### config.mk
export PLATFORM = sky130hd
export DESIGN_NAME = jtp_packer
export DESIGN_NICKNAME = d
export VERILOG_FILES = /design/src/jtp_pkg.sv /design/src/jtp_packer.sv
export SDC_FILE = /design/constraint.sdc
export NUM_CORES = 2
export LEC_CHECK = 0
export BUFFER_PORTS_ARGS = -buffer_cell sky130_fd_sc_hd__buf_2
export CORE_ASPECT_RATIO = 0.9
export CORE_MARGIN = 2
export CORE_UTILIZATION = 35
export CTS_CLUSTER_SIZE = 12
export DETAILED_ROUTE_END_ITERATION = 6
export PLACE_DENSITY = 0.61
export SLEW_MARGIN = 0
export SYNTH_ARGS = -nofsm -noshare
export SYNTH_HDL_FRONTEND = slang
export SYNTH_HIERARCHICAL = 1
export SYNTH_SLANG_ARGS = --single-unit
export TNS_END_PERCENT = 30
### constraint.sdc
create_clock -name sys_clk -period 55.6 [get_ports sys_clk]
set_input_delay 2.78 -clock sys_clk [delete_from_list [all_inputs] [get_ports sys_clk]]
set_output_delay 2.78 -clock sys_clk [all_outputs]
set_load 0.02 [all_outputs]
### src/jtp_pkg.sv
// Notes on behaviour
// - mode 0: five 12-bit slots, tail, lanes paired
// - mode 1: three-lane pattern over two octets
// - mode 1: lane 2 dual/quad; C,D on 3-5
// - mode 2: one 8-bit sample per lane
// - mode 2: lanes 1-3 only where channel exists
// - mode 3: four 9-bit samples plus zero bit
// - tail bits and padding driven as zero
// - samples placed most significant bit first
// - lowest lanes used, higher lanes powered down
package jtp_pkg;
  localparam int LANES = 8;
  localparam int CHANS = 4;
  localparam int SAMP_W = 9;
  localparam int SAMP_PER_CH = 10;
  localparam int LANE_W = 64;
  localparam int WORD_W = CHANS * SAMP_PER_CH * SAMP_W;
  localparam int FIFO_DEPTH = 8;
  localparam int M0_SLOT_W = 12;
  localparam int M0_SLOTS = 5;
  localparam int M1_FRAME_W = 16;
  localparam int M2_FRAME_W = 8;
  localparam int M3_SLOT_W = 10;
  localparam int M3_SLOTS = 4;
  localparam int M1_LANES_GRP = 3;
  localparam logic [2:0] PAD3 = 3'h0;
  localparam logic [7:0] PAD_OCTET = 8'h00;
  localparam logic [3:0] TAIL4 = 4'h0;

  typedef enum logic [1:0] {
    JTP_MODE_0 = 2'h0,
    JTP_MODE_1 = 2'h1,
    JTP_MODE_2 = 2'h2,
    JTP_MODE_3 = 2'h3
  } jtp_mode_type;

  typedef enum logic [1:0] {
    JTP_PART_SINGLE = 2'h0,
    JTP_PART_DUAL = 2'h1,
    JTP_PART_QUAD = 2'h2
  } jtp_part_type;
endpackage : jtp_pkg

### src/jtp_packer.sv
`timescale 1ns/1ps
////////////////////////////////////////////////////////////////////////////
module jtp_fifo #(
  parameter int WIDTH = 8,
  parameter int DEPTH = 8
) (
  // clock and reset
  input wire logic sys_clk,
  input wire logic nrst,
  // fill side
  input wire logic in_valid,
  output logic in_ready,
  input wire logic [WIDTH-1:0] in_data,
  // drain side
  output logic out_valid,
  input wire logic out_ready,
  output logic [WIDTH-1:0] out_data
);
  localparam int AW = $clog2(DEPTH);
  logic [WIDTH-1:0] mem [0:DEPTH-1];
  logic [AW-1:0] wr_reg;
  logic [AW-1:0] rd_reg;
  logic [AW:0] cnt_reg;
  logic push;
  logic pop;

  assign in_ready = (cnt_reg != (AW+1)'(DEPTH));
  assign out_valid = (cnt_reg != '0);
  assign push = in_valid & in_ready;
  assign pop = out_valid & out_ready;
  assign out_data = mem[rd_reg];

  always_ff @(posedge sys_clk) begin
    if (push) begin
      mem[wr_reg] <= in_data;
    end
  end

  always_ff @(posedge sys_clk or negedge nrst) begin
    if (!nrst) begin
      wr_reg <= '0;
      rd_reg <= '0;
      cnt_reg <= '0;
    end else begin
      if (push) begin
        wr_reg <= (wr_reg == AW'(DEPTH-1)) ? '0 : AW'(wr_reg + 1'b1);
      end
      if (pop) begin
        rd_reg <= (rd_reg == AW'(DEPTH-1)) ? '0 : AW'(rd_reg + 1'b1);
      end
      cnt_reg <= (AW+1)'(cnt_reg + {AW'(0), push} - {AW'(0), pop});
    end
  end
endmodule : jtp_fifo

////////////////////////////////////////////////////////////////////////////
module jtp_packer import jtp_pkg::*; #(
  parameter int DEPTH = FIFO_DEPTH
) (
  // clock and reset
  input wire logic sys_clk,
  input wire logic nrst,
  // configuration
  input wire logic [1:0] link_mode_number,
  input wire logic [1:0] part_kind,
  // converter samples, one frame set per word
  input wire logic samp_valid,
  output logic samp_ready,
  input wire logic [WORD_W-1:0] samp_data,
  // lanes
  output logic lane_valid,
  input wire logic lane_ready,
  output logic [LANES*LANE_W-1:0] lane_data,
  output logic [LANES-1:0] lane_enable
);
  logic fifo_valid;
  logic [WORD_W-1:0] fifo_data;
  logic ld;
  logic valid_reg;
  logic [LANE_W-1:0] lane_reg [0:LANES-1];
  logic [LANE_W-1:0] lane_next [0:LANES-1];
  logic [LANES-1:0] en_reg;
  logic [LANES-1:0] en_next;
  jtp_mode_type mode_reg;
  jtp_part_type part_reg;

  function automatic logic [SAMP_W-1:0] samp(input logic [WORD_W-1:0] w,
                                             input int c, input int i);
    samp = w[(c*SAMP_PER_CH+i)*SAMP_W +: SAMP_W];
  endfunction : samp

  function automatic int lanes_used(input logic [1:0] m, input logic [1:0] p);
    int nch;
    nch = (p == JTP_PART_QUAD) ? 4 : ((p == JTP_PART_DUAL) ? 2 : 1);
    case (m)
      JTP_MODE_0: lanes_used = 2 * nch;
      JTP_MODE_1: lanes_used = (p == JTP_PART_QUAD) ? 6 :
                               ((p == JTP_PART_DUAL) ? 3 : 2);
      default: lanes_used = nch;
    endcase
  endfunction : lanes_used

  function automatic logic [LANE_W-1:0] pack_lane(input logic [WORD_W-1:0] w,
      input logic [1:0] m, input logic [1:0] p, input int l);
    logic [LANE_W-1:0] r;
    logic [SAMP_W-1:0] x0;
    logic [SAMP_W-1:0] x1;
    logic [SAMP_W-1:0] y0;
    logic [SAMP_W-1:0] y1;
    int g;
    r = '0;
    x0 = '0;
    x1 = '0;
    y0 = '0;
    y1 = '0;
    g = 0;
    if (l < lanes_used(m, p)) begin
      case (m)
        JTP_MODE_0: begin
          // tail nibble stays zero
          for (int i = 0; i < M0_SLOTS; i++) begin
            r[LANE_W-1-M0_SLOT_W*i -: M0_SLOT_W] =
              {samp(w, l / 2, 2 * i + (l % 2)), PAD3};
          end
        end
        JTP_MODE_1: begin
          g = l / M1_LANES_GRP;
          x0 = samp(w, 2 * g, 0);
          x1 = samp(w, 2 * g, 1);
          y0 = samp(w, 2 * g + 1, 0);
          y1 = samp(w, 2 * g + 1, 1);
          case (l % M1_LANES_GRP)
            0: r[LANE_W-1 -: M1_FRAME_W] = {x0, PAD3, x1[8:5]};
            1: r[LANE_W-1 -: M1_FRAME_W] = {x1[4:0], PAD3,
                 (p == JTP_PART_DUAL || p == JTP_PART_QUAD) ?
                 y0[8:1] : PAD_OCTET};
            default: r[LANE_W-1 -: M1_FRAME_W] = {y0[0], PAD3, y1, PAD3};
          endcase
        end
        JTP_MODE_2: begin
          x0 = samp(w, l, 0);
          r[LANE_W-1 -: M2_FRAME_W] = x0[SAMP_W-1:1];
        end
        default: begin
          for (int i = 0; i < M3_SLOTS; i++) begin
            r[LANE_W-1-M3_SLOT_W*i -: M3_SLOT_W] =
              {samp(w, l, i), 1'b0};
          end
        end
      endcase
    end
    pack_lane = r;
  endfunction : pack_lane

  ////////////////////////////////////////////////////////////////////////
  jtp_fifo #(
    .WIDTH(WORD_W),
    .DEPTH(DEPTH)
  ) u_fifo (
    .sys_clk(sys_clk),
    .nrst(nrst),
    .in_valid(samp_valid),
    .in_ready(samp_ready),
    .in_data(samp_data),
    .out_valid(fifo_valid),
    .out_ready(ld),
    .out_data(fifo_data)
  );

  // next frame loads when output is empty or being taken
  assign ld = fifo_valid & (~valid_reg | lane_ready);
  assign lane_valid = valid_reg;

  generate
    for (genvar l = 0; l < LANES; l++) begin : g_lane
      assign lane_next[l] = pack_lane(fifo_data, link_mode_number,
                                      part_kind, l);
      assign en_next[l] = (l < lanes_used(link_mode_number, part_kind));
      assign lane_data[l*LANE_W +: LANE_W] = lane_reg[l];

      always_ff @(posedge sys_clk or negedge nrst) begin
        if (!nrst) begin
          lane_reg[l] <= '0;
        end else if (ld) begin
          lane_reg[l] <= lane_next[l];
        end
      end
    end
  endgenerate

  always_ff @(posedge sys_clk or negedge nrst) begin
    if (!nrst) begin
      valid_reg <= 1'b0;
    end else if (ld) begin
      valid_reg <= 1'b1;
    end else if (lane_ready) begin
      valid_reg <= 1'b0;
    end
  end

  always_ff @(posedge sys_clk or negedge nrst) begin
    if (!nrst) begin
      en_reg <= '0;
      mode_reg <= JTP_MODE_0;
      part_reg <= JTP_PART_SINGLE;
    end else if (ld) begin
      en_reg <= en_next;
      mode_reg <= jtp_mode_type'(link_mode_number);
      part_reg <= jtp_part_type'(part_kind);
    end
  end

  assign lane_enable = en_reg;
endmodule : jtp_packer

==> impl_metrics.json <==
{
  "gp_congestion": 0.820,
  "grt_use_total_pct": 18.6,
  "cpMostUsedCell": "buf_4",
  "grt_pass1_wl_um": 491000,
  "cp_max_fo": 56,
  "seq_power_share_pct": 42.7,
  "antenna_found_initial": 196,
  "area_growth_pct": 15.3,
  "rsz0062_at_grt": "false",
  "syn_area_sq_mm": 0.126,
  "top_register": "u_fifo/mem",
  "cp_slowest_cell": "buf_4",
  "die_y_um": 574,
  "final_cell_count_no_fill": 11700,
  "p_switching_mw": 2.36,
  "synth_cells": 5698,
  "max_stage_delay_ns": 0.88,
  "comb_power_share_pct": 28.8,
  "path_clk_slew_ns": 0.06,
  "syn_avg_cell_area_sq_um": 22.2,
  "cts_resized": 0,
  "synth_common_cells": "edfxtp_1 (2,880), mux4_2 (720), dfrtp_1 (419), mux2_2 (371), clkbuf_1 (167)",
  "vias_per_cell": 5.35,
  "synth.largest_area_cell": "edfxtp_1",
  "largest_reg_flops": 2880,
  "p_leak_nw": 49.4,
  "rows": 209,
  "grt_max_degree": 129,
  "postCtsSetupBuffers": 0,
  "dr.pass1.iters": 6,
  "drt-total-wl_um": 350000,
  "clk_root_buffer_cell": "clkbuf_16",
  "cts_sinks": 3299,
  "setup-tns-final_ns": 0,
  "crit_type": "primary input to flop",
  "ioPinCount": 890,
  "synth_enable_flop_cells": 2880,
  "p_per_area_mw_per_mm2": 51.9,
  "cp.arrival_ns": 6.73,
  "fin_crit_sh_pct": 11.2,
  "cp-start-kind": "primary input",
  "yosysSeqAreaShare_pct": 76.7,
  "clockBufferDepth": 4,
  "peakVddDrop_mv": 0.0525,
  "drcViolationCount": 0,
  "ys_seq_elements": 3299,
  "path_cells": "buf_2 > nand2_1 > nor3_2 > buf_4 > buf_4 > buf_4 > buf_4",
  "cts_hold_buffers": 0,
  "hp-class": "flop to flop",
  "crit_required_ns": 56.12,
  "io_buffers": 777,
  "status": "finished clean",
  "dp_hpwl_um": 216000,
  "synth_top_flop_cell": "edfxtp_1",
  "placed_cells": 11000,
  "finalCriticalPeriod_ns": 6.21,
  "synth_most_common_cell": "edfxtp_1",
  "finClkSkew_ns": 0.0878,
  "timing.slew.headroom_pct": 24.0,
  "ys_top_cells_by_area": "edfxtp_1 (68%), mux4_2 (13%), dfrtp_1 (8.3%)",
  "sw_frac_of_total_pct": 31.2,
  "drtIter0Drc": 6024,
  "layout-drive-gt1-share_pct": 35.8,
  "core_sq_mm": 0.360,
  "p_int_mw": 5.21,
  "initial_core_util_pct": 35.1,
  "tritoncts": "done",
  "nNetsFinal": 6961,
  "yosysTopAreaCellShare_pct": 68.4,
  "finalHoldViolCount": 0,
  "setup_viol_count_final": 0,
  "ys_types": 55,
  "ys_warn_count": 6,
  "max_cap_viol_count": 0,
  "final_util_pct": 40.5,
  "tightest_slew_ns": 1.13,
  "cts_max_level": 5,
  "die-width_um": 638,
  "die-area_sq_mm": 0.366,
  "max_freq_mhz": 161,
  "wl_per_cell_um": 29.9,
  "clk-insertion-delay-late_ns": 0.95,
  "clkPwrFrac_pct": 28.5,
  "cp-end-kind": "flop",
  "numCtsBuffers": 341,
  "drv_slew": 0,
  "overflow": 0,
  "grt_pass1_vias": 63500,
  "async_reset_ff_share_pct": 12.7,
  "drtAntennaViolNets": 0,
  "dr_total_vias": 62500
}
placed cells by master, fill, tap and decap left out, drive strengths merged, types with 2 or more instances in the layout:
cell	instances
buf	897
diode	85
inv	43
nand2	21
conb	112
o41ai	5
ha	16
or2	2
xor2	2
clkinv	54
a22oi	83
a21o	5
or3b	2
a21oi	23
dfrtp	419
o2bb2ai	162
mux2	371
edfxtp	2880
a22o	105
mux2i	5
nand3	91
o21ai	74
a221oi	2
nor2b	9
nand2b	7
a32o	95
o31ai	51
clkbuf	539
a221o	4
nor4	3
a222oi	5
bufinv	5
mux4	720
or3	2
nor3b	4
nor3	6
o2111ai	2
nor2	11
power by group through the flow:
stage,sequential (mW),clock (mW),combinational [mW]
after floorplan,3.56,0,1.42
after global placement,3.26,0,2.21
after detailed placement,3.28,0,2.22
after CTS,3.24,2.20,2.23
after global routing,3.26,2.29,2.30
final,3.23,2.16,2.18
final cells by class:
| class | instances | area, sq um |
|---|---|---|
| Clock inverter | 77 | 747 |
| Sequential cell | 3299 | 97000 |
| Inverter | 26 | 97.6 |
| Antenna cell | 85 | 213 |
| Fill cell | 31600 | 214000 |
| Clock buffer | 539 | 9670 |
| Multi-Input combinational cell | 2011 | 27200 |
| Tap cell | 4747 | 5940 |
| Timing Repair Buffer | 897 | 4970 |
metal layers:
metal | up-vias | routed length, um | GRT usage [%]
met2 | 2366 | 173000 | 30.9
met3 | 765 | 22900 | 3.66
li1 | 25700 | - | -
met4 | 80 | 21400 | 10.5
met1 | 33600 | 132000 | 22.9
met5 | - | 495 | 0
through the flow:
step | cell area [sq um] | hold slack [ns] | setup slack, ns | power [mW]
after floorplan | 127000 | 0.486 | 16.89 | 4.98
after global placement | 135000 | 0.459 | 48.39 | 5.48
after detailed placement | 135000 | 0.468 | 48.44 | 5.51
after CTS | 146000 | 0.486 | 49.42 | 7.67
after global routing | 146000 | 0.494 | 49.15 | 7.85
final | 146000 | 0.481 | 49.39 | 7.57
worst max-delay path: cells and delay by family:
kind	cells	cell delay (ns)
buffers and inverters	5	3.14
AND/OR/NAND/NOR	2	0.56
worst paths after layout:
path / start / endpoint / slack [ns] / depth (start not counted)
min in group asynchronous: nrst / lane_data[77]$_DFFE_PN0P_ / 1.78 / 1
setup / recovery: samp_valid / u_fifo/mem[2][91]$_DFFE_PP_ / 49.39 / 7
hold reg to reg: lane_data[416]$_DFFE_PN0P_ / lane_data[416]$_DFFE_PN0P_ / 0.48 / 1
setup reg to reg: u_fifo/rd_reg[0]$_DFFE_PN0P_ / lane_data[48]$_DFFE_PN0P_ / 49.75 / 9
max in group asynchronous: nrst / lane_data[340]$_DFFE_PN0P_ / 50.64 / 4
hold / removal: lane_data[416]$_DFFE_PN0P_ / lane_data[416]$_DFFE_PN0P_ / 0.48 / 1
cell families (layout without fill, tap and decap cells):
group	after synthesis	after routing	synth area share, %
AO/OA/AOI/OAI	620	620	4.01
XOR/XNOR	2	2	0.0139
adder cells (fa/ha/maj)	17	17	0.174
buffers and inverters	499	1539	2.30
flip-flops	3299	3299	76.7
multiplexers	1096	1096	16.2
other	1	197	0.00297
AND/OR/NAND/NOR	164	164	0.674
No activity file was read; power rests on OpenSTA's default activity.
